## config.mk

```make
export PLATFORM = sky130hd
export DESIGN_NAME = miu_interrupt_unit
export DESIGN_NICKNAME = d
export VERILOG_FILES = /design/src/rtl/miu_pkg.sv /design/src/rtl/miu_interrupt_unit.sv /design/src/rtl/miu_pin_sync.sv
export SDC_FILE = /design/constraint.sdc
export NUM_CORES = 1
export LEC_CHECK = 0
export ABC_AREA = 1
export BUFFER_PORTS_ARGS = -buffer_cell sky130_fd_sc_hd__buf_2
export CORE_AREA = 3 3 76 132
export DETAILED_ROUTE_END_ITERATION = 8
export DIE_AREA = 0 0 79 135
export HOLD_SLACK_MARGIN = 0.08
export PLACE_DENSITY_LB_ADDON = 0.15
export SLEW_MARGIN = 25
export SYNTH_ARGS = -nofsm -noshare
export SYNTH_HDL_FRONTEND = slang
export SYNTH_SLANG_ARGS = --single-unit
```

## constraint.sdc

```tcl
create_clock -name clk -period 1.5 [get_ports clk]
set_clock_uncertainty 0.05 [all_clocks]
set_input_delay 0.15 -clock clk [delete_from_list [all_inputs] [get_ports clk]]
set_output_delay 0.15 -clock clk [all_outputs]
set_load 0.02 [all_outputs]
```

## src/rtl/miu_pkg.sv

```systemverilog
// Shared constants, register map and state encoding of the interrupt unit
package miu_pkg;

  // Bus and core widths
  localparam int ADDR_W = 8;
  localparam int DATA_W = 32;
  localparam int PC_W = 13;
  localparam int KBD_PINS = 6;
  localparam int SRC_W = 4;

  // Register byte offsets
  localparam logic [ADDR_W-1:0] OFF_MISC_CTRL = 8'h00;
  localparam logic [ADDR_W-1:0] OFF_KBD_PIN_EN = 8'h04;
  localparam logic [ADDR_W-1:0] OFF_IRQ_EN = 8'h08;
  localparam logic [ADDR_W-1:0] OFF_IRQ_FLAG = 8'h0C;
  localparam logic [ADDR_W-1:0] OFF_EDGE_CTRL = 8'h10;

  // Values after reset
  localparam logic [7:0] MISC_CTRL_RST = 8'h80;
  localparam logic [KBD_PINS-1:0] KBD_PIN_EN_RST = 6'h00;
  localparam logic [SRC_W-1:0] SRC_EN_RST = 4'h0;
  localparam logic [SRC_W-1:0] FLAG_RST = 4'h0;
  localparam logic GLOBAL_EN_RST = 1'b0;
  localparam logic EDGE_SEL_RST = 1'b0;

  // Field positions
  localparam int MISC_EXT_IN_EN_BIT = 6;
  localparam int MISC_RO_BIT = 5;
  localparam int IRQ_GLOBAL_EN_BIT = 7;
  localparam int SRC_TIMER_ONE_BIT = 3;
  localparam int SRC_EXT_BIT = 2;
  localparam int SRC_KBD_BIT = 1;
  localparam int SRC_TIMER_ZERO_BIT = 0;
  localparam int EDGE_SEL_BIT = 0;
  localparam int SHARED_PIN = 0;

  // Single service entry point
  localparam logic [PC_W-1:0] IRQ_VECTOR = 13'h0008;

  // Bus responses
  localparam logic [1:0] RESP_OKAY = 2'h0;
  localparam logic [1:0] RESP_SLVERR = 2'h2;

  // Synchroniser warm-up length in cycles
  localparam int SYNC_PRIME = 3;

  // Entry and return sequencer states
  typedef enum logic [4:0] {
    SEQ_IDLE = 5'h01,
    SEQ_PUSH = 5'h02,
    SEQ_VECTOR = 5'h04,
    SEQ_POP = 5'h08,
    SEQ_RESUME = 5'h10
  } miu_seq_e;

endpackage : miu_pkg

```

## src/rtl/miu_interrupt_unit.sv

```systemverilog
// Interrupt unit: flags, enables, AXI4-Lite registers and entry/return sequencer
//
// Functional notes
// RULE_01: Sources: external pin, two timers, keyboard.
// RULE_02: Entry pushes next instruction address.
// RULE_03: Entry clears global enable.
// RULE_04: Entry waits for instruction completion.
// RULE_05: Entry loads program counter with vector.
// RULE_06: Return sets global enable, pops counter.
// RULE_07: Selected pin edge sets external flag.
// RULE_08: External request needs global and own enable.
// RULE_09: External input use masks pin keyboard function.
// RULE_10: Timer overflow sets its own flag.
// RULE_11: Timer request needs global and own enable.
// RULE_12: Six keyboard pins, each own enable.
// RULE_13: Enabled pin level change sets keyboard flag.
// RULE_14: Keyboard request needs global and own enable.
// RULE_15: Pin enables map bits 5:0, reset 0.
// RULE_16: Misc bit 6 enables external input.
// RULE_17: Firmware sets interrupt pins as inputs.
// RULE_18: Global enable zero masks all interrupts.
// RULE_19: Flags stay set until software clears.
// RULE_20: Flags set while disabled, serviced later.
// RULE_21: Pins synchronised before change detection.
//
// Implementation choices: the register offsets and the AXI4-Lite slave port.
module miu_interrupt_unit (
  input wire logic clk,
  input wire logic srst,
  input wire logic awvalid,
  output logic awready,
  input wire logic [miu_pkg::ADDR_W-1:0] awaddr,
  input wire logic wvalid,
  output logic wready,
  input wire logic [miu_pkg::DATA_W-1:0] wdata,
  input wire logic [3:0] wstrb,
  output logic bvalid,
  input wire logic bready,
  output logic [1:0] bresp,
  input wire logic arvalid,
  output logic arready,
  input wire logic [miu_pkg::ADDR_W-1:0] araddr,
  output logic rvalid,
  input wire logic rready,
  output logic [miu_pkg::DATA_W-1:0] rdata,
  output logic [1:0] rresp,
  input wire logic [miu_pkg::KBD_PINS-1:0] portPins,
  input wire logic [1:0] timerOverflow,
  input wire logic instrDone,
  input wire logic [miu_pkg::PC_W-1:0] nextPc,
  input wire logic retFromIrq,
  input wire logic [miu_pkg::PC_W-1:0] stackTopData,
  output logic irqTake,
  output logic stackPush,
  output logic [miu_pkg::PC_W-1:0] stackPushData,
  output logic stackPop,
  output logic pcLoad,
  output logic [miu_pkg::PC_W-1:0] pcLoadValue,
  output logic seqBusy
);
  import miu_pkg::*;

  // Register state
  logic [7:0] miscControl_reg; // Watchdog bit, external input enable, stored bits
  logic [KBD_PINS-1:0] keyboardPinEnable_reg; // Per-pin keyboard enables
  logic globalIrqEnable_reg; // Global enable
  logic [SRC_W-1:0] srcEnable_reg; // Per-source enables
  logic [SRC_W-1:0] irqFlag_reg; // Sticky source flags
  logic extPinEdgeSelect_reg; // 1 rising, 0 falling

  // Bus write side
  logic awHeld_reg; // Write address captured
  logic wHeld_reg; // Write data captured
  logic [ADDR_W-1:0] awAddr_reg;
  logic [7:0] wByte_reg; // Only byte lane 0 carries register bits
  logic wLane_reg; // Lane 0 strobe
  logic bvalid_reg;
  logic [1:0] bresp_reg;
  logic wrFire; // Commit of a complete write

  // Bus read side
  logic rvalid_reg;
  logic [DATA_W-1:0] rdata_reg;
  logic [1:0] rresp_reg;

  // Pin events
  logic [KBD_PINS-1:0] pinRise;
  logic [KBD_PINS-1:0] pinFall;
  logic extInEn; // Shared pin serves the external interrupt
  logic [KBD_PINS-1:0] kbdEffEnable; // Enables after shared-pin masking
  logic extEvent;
  logic kbdEvent;
  logic [SRC_W-1:0] flagSet;
  logic [SRC_W-1:0] flagClear;
  logic irqPending;

  // Sequencer
  miu_seq_e seqState_reg;
  miu_seq_e seqState_next;
  logic retAccept;

  // Pin synchroniser for all six port pins, external input included
  miu_pin_sync #(
    .W(KBD_PINS)
  ) u_pin_sync (
    .clk(clk),
    .srst(srst),
    .pinIn(portPins), // RULE_21
    .pinRise(pinRise),
    .pinFall(pinFall)
  );

  // Write channels accepted independently, refused while a response waits
  assign awready = !awHeld_reg && !bvalid_reg;
  assign wready = !wHeld_reg && !bvalid_reg;
  assign wrFire = awHeld_reg && wHeld_reg && !bvalid_reg;
  assign bvalid = bvalid_reg;
  assign bresp = bresp_reg;

  // Capture of write address and data
  always_ff @(posedge clk)
  begin
    if (srst)
    begin
      awHeld_reg <= 1'b0;
      wHeld_reg <= 1'b0;
      awAddr_reg <= '0;
      wByte_reg <= '0;
      wLane_reg <= 1'b0;
    end
    else
    begin
      if (awvalid && awready)
      begin
        awHeld_reg <= 1'b1;
        awAddr_reg <= awaddr;
      end
      else if (wrFire)
        awHeld_reg <= 1'b0;
      if (wvalid && wready)
      begin
        wHeld_reg <= 1'b1;
        wByte_reg <= wdata[7:0];
        wLane_reg <= wstrb[0];
      end
      else if (wrFire)
        wHeld_reg <= 1'b0;
    end
  end

  // Write response, error for an unmapped word
  always_ff @(posedge clk)
  begin
    if (srst)
    begin
      bvalid_reg <= 1'b0;
      bresp_reg <= RESP_OKAY;
    end
    else if (wrFire)
    begin
      bvalid_reg <= 1'b1;
      case (awAddr_reg)
        OFF_MISC_CTRL, OFF_KBD_PIN_EN, OFF_IRQ_EN, OFF_IRQ_FLAG, OFF_EDGE_CTRL:
          bresp_reg <= RESP_OKAY;
        default:
          bresp_reg <= RESP_SLVERR;
      endcase
    end
    else if (bvalid_reg && bready)
      bvalid_reg <= 1'b0;
  end

  // Plain configuration registers
  always_ff @(posedge clk)
  begin
    if (srst)
    begin
      miscControl_reg <= MISC_CTRL_RST; // RULE_16
      keyboardPinEnable_reg <= KBD_PIN_EN_RST; // RULE_15
      srcEnable_reg <= SRC_EN_RST;
      extPinEdgeSelect_reg <= EDGE_SEL_RST;
    end
    else if (wrFire && wLane_reg)
    begin
      case (awAddr_reg)
        OFF_MISC_CTRL:
        begin
          // Detector status bit is read-only and stays zero here
          miscControl_reg <= wByte_reg & ~(8'h01 << MISC_RO_BIT);
        end
        OFF_KBD_PIN_EN:
          keyboardPinEnable_reg <= wByte_reg[KBD_PINS-1:0]; // RULE_12
        OFF_IRQ_EN:
          srcEnable_reg <= wByte_reg[SRC_W-1:0];
        OFF_EDGE_CTRL:
          extPinEdgeSelect_reg <= wByte_reg[EDGE_SEL_BIT];
        default:
        begin
          // Flags and unmapped words handled elsewhere
        end
      endcase
    end
  end

  // Global enable: hardware clear on entry beats a software write
  always_ff @(posedge clk)
  begin
    if (srst)
      globalIrqEnable_reg <= GLOBAL_EN_RST;
    else if (irqTake)
      globalIrqEnable_reg <= 1'b0; // RULE_03
    else if (retAccept)
      globalIrqEnable_reg <= 1'b1; // RULE_06
    else if (wrFire && wLane_reg && awAddr_reg == OFF_IRQ_EN)
      globalIrqEnable_reg <= wByte_reg[IRQ_GLOBAL_EN_BIT];
  end

  // Source events
  assign extInEn = miscControl_reg[MISC_EXT_IN_EN_BIT]; // RULE_16
  assign extEvent = extInEn && (extPinEdgeSelect_reg ? pinRise[SHARED_PIN]
                                                     : pinFall[SHARED_PIN]); // RULE_07
  // Shared pin loses its keyboard role while it is the external input
  always_comb
  begin
    kbdEffEnable = keyboardPinEnable_reg; // RULE_15
    if (extInEn)
      kbdEffEnable[SHARED_PIN] = 1'b0; // RULE_09
  end
  assign kbdEvent = |((pinRise | pinFall) & kbdEffEnable); // RULE_13

  // Flag set and clear masks; events ignore global and source enables
  always_comb
  begin
    flagSet = '0;
    flagSet[SRC_EXT_BIT] = extEvent; // RULE_20
    flagSet[SRC_KBD_BIT] = kbdEvent; // RULE_01
    flagSet[SRC_TIMER_ZERO_BIT] = timerOverflow[0]; // RULE_10
    flagSet[SRC_TIMER_ONE_BIT] = timerOverflow[1];
    // Software clears a flag by writing 0 to it; a 1 leaves it alone
    flagClear = '0;
    if (wrFire && wLane_reg && awAddr_reg == OFF_IRQ_FLAG)
      flagClear = ~wByte_reg[SRC_W-1:0];
  end

  // Sticky flags, a same-cycle event wins over the clear
  always_ff @(posedge clk)
  begin
    if (srst)
      irqFlag_reg <= FLAG_RST;
    else
      irqFlag_reg <= (irqFlag_reg & ~flagClear) | flagSet; // RULE_19
  end

  // Request reaches the core only under both enables
  assign irqPending = globalIrqEnable_reg // RULE_08 RULE_11 RULE_14
                      && |(irqFlag_reg & srcEnable_reg); // RULE_18

  // Read channel, one read at a time
  assign arready = !rvalid_reg;
  assign rvalid = rvalid_reg;
  assign rdata = rdata_reg;
  assign rresp = rresp_reg;

  // Read decode, unmapped words return zero with an error
  always_ff @(posedge clk)
  begin
    if (srst)
    begin
      rvalid_reg <= 1'b0;
      rdata_reg <= '0;
      rresp_reg <= RESP_OKAY;
    end
    else if (arvalid && arready)
    begin
      rvalid_reg <= 1'b1;
      rdata_reg <= '0;
      rresp_reg <= RESP_OKAY;
      case (araddr)
        OFF_MISC_CTRL:
          rdata_reg[7:0] <= miscControl_reg;
        OFF_KBD_PIN_EN:
          rdata_reg[KBD_PINS-1:0] <= keyboardPinEnable_reg;
        OFF_IRQ_EN:
        begin
          rdata_reg[IRQ_GLOBAL_EN_BIT] <= globalIrqEnable_reg;
          rdata_reg[SRC_W-1:0] <= srcEnable_reg;
        end
        OFF_IRQ_FLAG:
          rdata_reg[SRC_W-1:0] <= irqFlag_reg;
        OFF_EDGE_CTRL:
          rdata_reg[EDGE_SEL_BIT] <= extPinEdgeSelect_reg;
        default:
          rresp_reg <= RESP_SLVERR;
      endcase
    end
    else if (rvalid_reg && rready)
      rvalid_reg <= 1'b0;
  end

  // Entry only at an instruction boundary; a return in that cycle goes first
  assign irqTake = (seqState_reg == SEQ_IDLE) && instrDone && irqPending
                   && !retFromIrq; // RULE_04
  assign retAccept = (seqState_reg == SEQ_IDLE) && retFromIrq;

  // Sequencer next state
  always_comb
  begin
    case (seqState_reg)
      SEQ_IDLE:
      begin
        if (retAccept)
          seqState_next = SEQ_POP;
        else if (irqTake)
          seqState_next = SEQ_PUSH;
        else
          seqState_next = SEQ_IDLE;
      end
      SEQ_PUSH:
        seqState_next = SEQ_VECTOR;
      SEQ_VECTOR:
        seqState_next = SEQ_IDLE;
      SEQ_POP:
        seqState_next = SEQ_RESUME;
      SEQ_RESUME:
        seqState_next = SEQ_IDLE;
      default:
        seqState_next = SEQ_IDLE;
    endcase
  end

  // Sequencer state register
  always_ff @(posedge clk)
  begin
    if (srst)
      seqState_reg <= SEQ_IDLE;
    else
      seqState_reg <= seqState_next;
  end

  // Return address captured at the boundary
  always_ff @(posedge clk)
  begin
    if (srst)
      stackPushData <= '0;
    else if (irqTake)
      stackPushData <= nextPc; // RULE_02
  end

  // Counter value: vector on entry, popped address on return
  always_ff @(posedge clk)
  begin
    if (srst)
      pcLoadValue <= '0;
    else if (seqState_reg == SEQ_PUSH)
      pcLoadValue <= IRQ_VECTOR; // RULE_05
    else if (seqState_reg == SEQ_POP)
      pcLoadValue <= stackTopData; // RULE_06
  end

  // Strobes to the core; the core stalls while busy
  assign stackPush = (seqState_reg == SEQ_PUSH);
  assign stackPop = (seqState_reg == SEQ_POP);
  assign pcLoad = (seqState_reg == SEQ_VECTOR) || (seqState_reg == SEQ_RESUME);
  assign seqBusy = (seqState_reg != SEQ_IDLE);
endmodule : miu_interrupt_unit

```

## src/rtl/miu_pin_sync.sv

```systemverilog
// Two-stage pin synchroniser with rise and fall detection
module miu_pin_sync #(
  parameter int W = 6
) (
  input wire logic clk,
  input wire logic srst,
  input wire logic [W-1:0] pinIn,
  output logic [W-1:0] pinRise,
  output logic [W-1:0] pinFall
);
  import miu_pkg::*;

  logic [W-1:0] meta_reg; // First stage, read only by stage two
  logic [W-1:0] sync_reg; // Settled level
  logic [W-1:0] prev_reg; // Level one cycle earlier
  logic [SYNC_PRIME-1:0] prime_reg; // Warm-up, hides the reset-to-pin jump

  // Synchroniser chain
  always_ff @(posedge clk)
  begin
    if (srst)
    begin
      meta_reg <= '0;
      sync_reg <= '0;
      prev_reg <= '0;
    end
    else
    begin
      meta_reg <= pinIn;
      sync_reg <= meta_reg;
      prev_reg <= sync_reg;
    end
  end

  // Warm-up shift, so a pin held high through reset is no false edge
  always_ff @(posedge clk)
  begin
    if (srst)
      prime_reg <= '0;
    else
      prime_reg <= {prime_reg[SYNC_PRIME-2:0], 1'b1};
  end

  // Edges only once the chain holds real samples
  assign pinRise = prime_reg[SYNC_PRIME-1] ? (sync_reg & ~prev_reg) : '0;
  assign pinFall = prime_reg[SYNC_PRIME-1] ? (~sync_reg & prev_reg) : '0;

endmodule : miu_pin_sync

```

# Word level (Yosys, flattened, before mapping)
# Cells that the tools add are included.
[totals] register_bits=108 output_inout_bits=72 word_cells=119
[op_classes] eq_ne=14 muxes=27 n_bitwise=11 n_reduce_logical=42
[ops] op="== test 8 x 4 -> 1 bit, second input constant" count=4
[ops] op="bitwise AND 6 bit" count=3
[ops] op="logical AND 1 bit" count=18
[ops] op="== test 8 x 3 -> 1 bit, second input constant" count=2
[ops] op="== test 8 x 5 -> 1 bit, second input constant" count=2
[ops] op="zero test 8 bit" count=2
[ops] op="2-to-1 mux 4 bit" count=4
[ops] op="case mux 5 bit (3 select lines)" count=1
[ops] op="2-to-1 mux 1 bit" count=13
[ops] op="2-to-1 mux 6 bit" count=2
[ops] op="NOT 6 bit" count=2
[ops] op="case mux 3 bit (4 select lines)" count=1
[ops] op="nonzero test 2 bit" count=6
[ops] op="OR reduction 5 bit" count=2
[ops] op="bitwise AND 4 bit" count=2
[ops] op="NOT 4 bit" count=2
[ops] op="AND reduction 2 bit" count=4
[ops] op="2-to-1 mux 2 bit" count=3
[ops] op="OR 6 bit" count=1
[ops] op="OR reduction 6 bit" count=1
[ops] op="== test 5 x 1 -> 1 bit, second input constant" count=1
[ops] op="== test 5 x 2 -> 1 bit, second input constant" count=1
[ops] op="== test 5 x 3 -> 1 bit, second input constant" count=1
[ops] op="== test 5 x 4 -> 1 bit, second input constant" count=1
[ops] op="other kinds (10)" count=15

# Logic depth before layout (Yosys ltp)
# Gate-level depths: netlist of run 1.
[depth] word_depth=8 depth_mapped=10 ltp_nobuf=10

# By module
# From an unflattened synthesis of run 1, not the netlist that was laid out.
[hier_totals] hier_cells=586 hier_area_um2=4433.0
[by_module_without_submodules] mod="miu_interrupt_unit" n_inst=1 cells_per_inst=497 area_each_um2=3744.8 seq_area_each_um2=1701.6
[by_module_without_submodules] mod="miu_pin_sync" n_inst=1 cells_per_inst=89 area_each_um2=688.2 seq_area_each_um2=420.4

# Worst setup path before layout of run 1
# No wires, ideal clock.
[synth_timing] kind="register -> register" from="register bvalid_reg (netlist: bvalid)" to="register awAddr_reg[5]" setup_time_ns=0.119 t_arrival_ns=1.366 required_time_ns=1.331 slack_ns=-0.035 path_stages_with_launch=6 n_path_buf=1 period_less_slack_ns=1.535 path_cell_list="dfxtp_1 > nor2_1 > nand2_1 > buf_2 > o21ai_0 > a21oi_1"
[synth_via] elab_chain_len=3
[synth_rtl] element="start: declaration" line="miu_interrupt_unit.sv:77" source="logic bvalid_reg;"
[synth_rtl] element="start signal: assignment" line="miu_interrupt_unit.sv:156" source="bvalid_reg <= 1'b0;"
[synth_rtl] element="start signal: assignment" line="miu_interrupt_unit.sv:161" source="bvalid_reg <= 1'b1;"
[synth_rtl] element="start signal: assignment" line="miu_interrupt_unit.sv:170" source="bvalid_reg <= 1'b0;"
[synth_rtl] element="zero test 1 bit" line="miu_interrupt_unit.sv:114" source="assign awready = !awHeld_reg && !bvalid_reg;"
[synth_rtl] element="logical AND 1 bit" line="miu_interrupt_unit.sv:114"
[synth_rtl] element="via awready" line="miu_interrupt_unit.sv:31" source="output logic awready,"
[synth_rtl] element="logical AND 1 bit" line="miu_interrupt_unit.sv:133" source="if (awvalid && awready)"
[synth_rtl] element="end signal: assignment" line="miu_interrupt_unit.sv:136" source="awAddr_reg <= awaddr;"
[synth_rtl] element="end: declaration" line="miu_interrupt_unit.sv:74" source="logic [ADDR_W-1:0] awAddr_reg;"
# The timed path passes the listed nets, and every way through them passes these cells.
# A chain may end at the register's enable or synchronous reset.

# Worst setup path in the final report of run 1
[layout_timing] from="register srcEnable_reg[2]" to="output port irqTake"
[layout_via] elab_chain_len=5
[layout_rtl] element="start: declaration" line="miu_interrupt_unit.sv:67" source="logic [SRC_W-1:0] srcEnable_reg;"
[layout_rtl] element="start signal: assignment" line="miu_interrupt_unit.sv:194" source="srcEnable_reg <= wByte_reg[SRC_W-1:0];"
[layout_rtl] element="bitwise AND 4 bit" line="miu_interrupt_unit.sv:256" source="&& |(irqFlag_reg & srcEnable_reg);"
[layout_rtl] element="OR reduction 4 bit" line="miu_interrupt_unit.sv:256"
[layout_rtl] element="logical AND 1 bit" line="miu_interrupt_unit.sv:256"
[layout_rtl] element="logical AND 1 bit" line="miu_interrupt_unit.sv:301" source="assign irqTake = (seqState_reg == SEQ_IDLE) && instrDone && irqPending"
[layout_rtl] element="logical AND 1 bit" line="miu_interrupt_unit.sv:302" source="&& !retFromIrq;"
[layout_rtl] element="end: declaration" line="miu_interrupt_unit.sv:53" source="output logic irqTake,"
# Every way passes these cells.

==> flow_summary_export.csv, run 1 <==
group,metric,value,unit
route,ant_nets,0,
die,coreArea,9090,um2
power,ir_drop,0.000878,V
grt,grt_overflow,0,
run_status,status,"finished, final reports clean",
cts,clk_latency,0.34,ns
placed_design,io_buffers,113,
final_layout,final_net_count,877,
setup_path,reg2reg_from,"awAddr_reg[0]$_SDFFE_PP0P_",
setup_path,critPathBufInv,2,
sta,fin_ws,0.00141,ns
cts,clock-sinks,106,
setup_path,cp_slowest_cell,"dfxtp_2",
power,internal-power,4.60,mW
run,maxCapViolations,0,
cts,clk_root_buffer_cell,"clkbuf_16",
setup_path,cp.arrival,1.30,ns
yosys,synth-edff-count,0,
sta,setup_viol,0,
yosys,ys_types,33,
grt,grt_pass1_vias,4227,
min_path,hold_path.class,"input port to flip-flop",
die,start_util,0.488,
final_layout,drive_gt1_frac,0.257,
placed_design,place_hpwl,7.76,mm
yosys,syn_area,4440,um2
final_layout,fin_util,0.673,
grt,antenna_found_initial,0,
final_layout,final_common_cell,"buf_2",
setup_path,worst_ep_required_time,1.30,ns
setup_path,end_kind,"primary output",
yosys,synth_top_area_cell,"dfxtp_1",
yosys,synth_top_area_share,0.478,
setup_path,regToRegSetupSlack,0.04,ns
yosys,async_flop_share,0,
grt,grt_pass1_wl,19.1,mm
power,seq_power_share,0.487,
power,switching_share,0.256,
yosys,syn_avg_cell_area,7.44,um2
die,dieArea,10700,um2
power,p_clk_frac,0.385,
setup_path,cp_cell_sequence,"nand2_1 > nand2_2 > nor2_4 > nor2_4 > nand3b_4 > clkinv_4 > buf_6",
die,fp-row-count,46,
sta,rsz0062_at_grt,"true",
yosys,yosys_warnings,0,
yosys,synth_area_leaders,"dfxtp_1 (48%), nand2_1 (9.1%), nor2_1 (7.6%)",
final_layout,final_cells,907,
placed_design,dp_cells,823,
placed_design,dpl_cell_area,5070,um2
setup_path,startpoint_type,"flip-flop",
sta,min_period,1.50,ns
placed_design,pre_cts_ws,0.0859,ns
sta,period_share,0.999,
grt,grt_start_max_net_pins,56,
cts,clockBufferDepth,2,
route,drt_drc_violations_left,0,
yosys,syn_inst,596,
sta,setup_tns,0,ns
cts,cts_tree,"built",
min_path,min-delay-start,"wvalid",
power,pwr-share-comb,0.128,
sta,hold-worst-slack,0.191,ns
setup_path,crit_start,"srcEnable_reg[2]$_SDFFE_PP0P_",
route,first_iter_violations,195,
placed_design,gp_congestion,0.871,
cts,cts_made_buffers,9,
final_layout,areaGrowthSynthToFinish,38.0,%
route,post_drt_wl_per_cell,12.8,um
route,vias_per_cell,4.82,
sta,fmax,0.667,GHz
sta,finalMaxSlewViolations,0,
setup_path,max_stage_delay,0.36,ns
yosys,synthFlopType,"dfxtp_1",
sta,hold_viol_final,0,
grt,grt_usage,0.222,
setup_path,critPathKind,"flip-flop to primary output",
route,dr.pass1.iters,4,
yosys,synth-seq-cells,106,
power,p_sw,1.58,mW
final_layout,antenna_cells,0,
power,power_leakage,2.87,nW
setup_path,critPathTopFamily,"simple AND/OR/NAND/NOR gates",
power,finalPower,6.19,mW
die,die_h,135,um
power,power.density,1010,nW/um2
final_layout,design_area,6120,um2
final_layout,top_regs,"pcLoadValue (13), stackPushData (13)",
cts,htreeDepth,3,
cts,clkTransAtPathRegs,0.07,ns
route,routed_wirelength,11.6,mm
route,num_vias,4375,
yosys,yosysSeqAreaShare,0.478,
setup_path,crit_path_max_fanout,3,
final_layout,mostFrequentLayoutCells,"buf_2 (112), nand2_1 (104), dfxtp_1 (94)",
die,pin_count,167,
setup_path,cp_common_cell,"nor2_4",
die,die_w,79,um
cell type report:
class                           instances  area [um2]
Clock inverter                          6        66.3
Clock buffer                           10         239
Timing Repair Buffer                  196        1360
Multi-Input combinational cell        398        1900
Inverter                               71         274
Tap cell                              120         150
Fill cell                             808        2970
Sequential cell                       106        2140
worst paths after layout:
check	end	cells past startpoint
worst min register to register	u_pin_sync.sync_reg[1]$_SDFF_PP0_	2
worst max register to register	miscControl_reg[3]$_SDFFE_PP0P_	6
worst max-delay path	irqTake	7
worst min-delay path	wHeld_reg$_SDFFE_PP0P_	3
tightest hold or removal path, cell delays in order:
cell     delay (ns)
buf_2          0.10
nand2_2        0.19
a21oi_1        0.10
cells by family (layout without fill, tap and decap cells):
logic type,Yosys count,in the layout,share of synthesized area
flops,106,106,0.478
buf+inv,117,283,0.128
compound gates,120,120,0.140
simple gates,252,252,0.252
other cells,1,26,0.000845
Yosys cell counts (2+ instances only):
cell type / n
a21oi_1: 58
a31oi_1: 2
buf_2: 6
buf_4: 28
buf_6: 2
clkbuf_1: 9
dfxtp_1: 106
inv_1: 62
inv_2: 7
nand2_1: 108
nand3_1: 30
nand3_2: 3
nand3b_4: 2
nand4_1: 3
nor2_1: 90
nor2_2: 5
nor2_4: 2
nor3_1: 4
o211ai_1: 5
o21ai_0: 40
o21ai_1: 12
power by group through the flow:
stage	logic, mW	clock network, mW	registers [mW]
after global routing	0.877	2.53	3.02
after CTS	0.751	2.43	3.01
final	0.791	2.38	3.01
after global placement	0.618	0	3.07
after detailed placement	0.634	0	3.07
after floorplan	0.454	0	3.08
what timing repair did:
item,CTS,global route
setup endpoints to repair,3,36
endpoints found under the hold margin,56,0
pin swaps,2,5
hold buffers,56,0
buffers inserted,5,7
gates resized for setup,12,32
per-layer routing:
metal  routed length, um  part of all wire  GRT usage
met1                4410              0.38      0.239
met2                6340              0.55      0.411
met3                 607             0.052     0.0481
met4                 260             0.022     0.0889
met5                   0                 0          0
No activity file was read; power rests on OpenSTA's default activity.
==> run 2, diff against run 1 <==
Settings changed: BUFFER_PORTS_ARGS -buffer_cell sky130_fd_sc_hd__buf_2 to -buffer_cell sky130_fd_sc_hd__clkbuf_2, PLACE_DENSITY_LB_ADDON 0.15 to 0.3, SKIP_LAST_GASP from default to 1.
==> run 2 against run 1 <==
The flow now finishes with violations (setup timing). Die area is the same. Register-to-register slack is essentially flat. Worst hold slack lost 0.11 ns. Sequential share of layout area grew 0.073 points. Via count grew 1.2%. Power shrank 1.3%. Sequential power is essentially flat. Global-route usage grew 0.42 points. Critical endpoint unchanged. Largest cell class unchanged. Largest power group unchanged.
==> flow_summary_export.csv, run 2 (synthesis results as in run 1) <==
group,metric,value,unit
route,drt_drc_violations_left,0,
final_layout,final_net_count,876,
final_layout,final_cells,906,
sta,setup_viol,1,
power,p_sw,1.55,mW
sta,min_period,1.51,ns
final_layout,areaGrowthSynthToFinish,37.6,%
power,pwr-share-comb,0.133,
run,maxCapViolations,0,
sta,rsz0062_at_grt,"true",
die,fp-row-count,46,
die,coreArea,9090,um2
final_layout,mostFrequentLayoutCells,"clkbuf_2 (110), nand2_1 (106), dfxtp_1 (95)",
cts,clockBufferDepth,2,
route,ant_nets,0,
die,dieArea,10700,um2
route,num_vias,4428,
setup_path,cp_slowest_cell,"dfxtp_4",
setup_path,crit_start,"seqState_reg[3]$_SDFF_PP0_",
final_layout,top_regs,"pcLoadValue (13), stackPushData (13)",
sta,hold_viol_final,0,
placed_design,place_hpwl,7.85,mm
sta,fmax,0.660,GHz
sta,period_share,1.01,
route,dr.pass1.iters,4,
cts,clk_root_buffer_cell,"clkbuf_16",
grt,grt_pass1_wl,19.2,mm
sta,finalMaxSlewViolations,0,
setup_path,critPathTopFamily,"flip-flops",
route,post_drt_wl_per_cell,13.4,um
final_layout,drive_gt1_frac,0.261,
setup_path,reg2reg_from,"bvalid$_SDFFE_PP0P_",
placed_design,dp_cells,822,
run_status,status,"finished with violations",
final_layout,design_area,6110,um2
cts,clock-sinks,106,
grt,grt_usage,0.226,
sta,setup_tns,-0.0143,ns
route,first_iter_violations,205,
cts,clk_latency,0.34,ns
route,routed_wirelength,12.1,mm
power,ir_drop,0.000773,V
die,die_w,79,um
sta,fin_ws,-0.0143,ns
final_layout,fillers,761,
setup_path,end_kind,"primary output",
grt,grt_overflow,0,
setup_path,regToRegSetupSlack,0.05,ns
setup_path,endpoint,"irqTake",
setup_path,crit_path_max_fanout,2,
die,die_h,135,um
cts,clkTransAtPathRegs,0.07,ns
grt,antenna_found_initial,0,
placed_design,io_buffers,113,
die,pin_count,167,
cts,cts_tree,"built",
placed_design,gp_congestion,0.860,
cts,cts_made_buffers,9,
grt,grt_pass1_vias,4306,
setup_path,worst_ep_required_time,1.30,ns
grt,grt_start_max_net_pins,40,
route,vias_per_cell,4.89,
setup_path,max_stage_delay,0.35,ns
power,p_clk_frac,0.373,
setup_path,startpoint_type,"flip-flop",
final_layout,fin_util,0.671,
setup_path,critPathKind,"flip-flop to primary output",
min_path,hold_path.class,"input port to flip-flop",
setup_path,r2r_cells,4,
cts,htreeDepth,3,
setup_path,cp_num_cells,6,
placed_design,dpl_cell_area,5050,um2
die,start_util,0.488,
setup_path,critPathBufInv,3,
setup_path,cp.arrival,1.31,ns
power,seq_power_share,0.493,
final_layout,final_common_cell,"clkbuf_2",
setup_path,regToRegEndpoint,"awAddr_reg[7]$_SDFFE_PP0P_",
setup_path,cp_cell_sequence,"nor2_4 > nand4_4 > inv_2 > nand3b_4 > clkinv_8 > buf_8",
final_layout,antenna_cells,0,
power,power.density,1000,nW/um2
run_status,violations,"setup timing",
power,power_leakage,2.85,nW
power,switching_share,0.254,
power,internal-power,4.56,mW
-- run 2: area by class of cell --
class | count | area [um2] | area share
Multi-Input combinational cell | 398 | 1920 | 0.314
Sequential cell | 106 | 2140 | 0.350
Inverter | 71 | 282 | 0.0461
Clock inverter | 5 | 55.1 | 0.00902
Timing Repair Buffer | 195 | 1330 | 0.218
Clock buffer | 11 | 233 | 0.0381
Tap cell | 120 | 150 | 0.0246
-- run 2: worst min path at each step --
stage | startpoint | endpoint | depth (start not counted)
after global routing | wstrb[0] | wLane_reg$_SDFFE_PP0P_ | 3
after detailed placement | portPins[4] | u_pin_sync.meta_reg[4]$_SDFF_PP0_ | 3
after floorplan | retFromIrq | seqState_reg[0]$_SDFF_PP1_ | 1
after global placement | portPins[0] | u_pin_sync.meta_reg[0]$_SDFF_PP0_ | 3
after CTS | wstrb[0] | wLane_reg$_SDFFE_PP0P_ | 3
final | wstrb[0] | wLane_reg$_SDFFE_PP0P_ | 3
-- run 2: timing repair --
item	CTS	global route
resized for setup	18	36
hold endpoints to repair	55	0
hold buffers	55	0
setup buffers	10	4
pin swaps	2	5
endpoints found under the setup margin	3	33
-- run 2: per-stage QoR --
step	hold slack (ns)	power, mW	setup slack [ns]
after floorplan	0.206	3.53	0.0531
after global placement	0.296	3.68	0.110
after detailed placement	0.296	3.70	0.0722
after CTS	0.0851	6.09	-0.0475
after global routing	0.140	6.34	-0.0577
final	0.0849	6.11	-0.0143
-- run 2: power groups by stage --
| stage | Combinational (mW) | Sequential, mW | Clock [mW] |
|---|---|---|---|
| detailed placement | 0.628 | 3.07 | 0 |
| floorplan | 0.454 | 3.08 | 0 |
| finish | 0.813 | 3.01 | 2.28 |
| CTS | 0.762 | 3.01 | 2.31 |
| global route | 0.900 | 3.03 | 2.41 |
| global placement | 0.614 | 3.07 | 0 |
-- run 2: worst min-delay path, cell delays in order --
cell      delay, ns
clkbuf_2       0.08
o21ai_0        0.07
a21oi_1        0.12
-- run 2: routing by layer --
| metal | track usage | routed length (um) | vias to the layer above |
|---|---|---|---|
| li1 | - | - | 2217 |
| met1 | 0.227 | 4440 | 2010 |
| met2 | 0.418 | 6520 | 165 |
| met3 | 0.0454 | 641 | 36 |
| met4 | 0.134 | 499 | 0 |
| met5 | 0 | 0 | - |
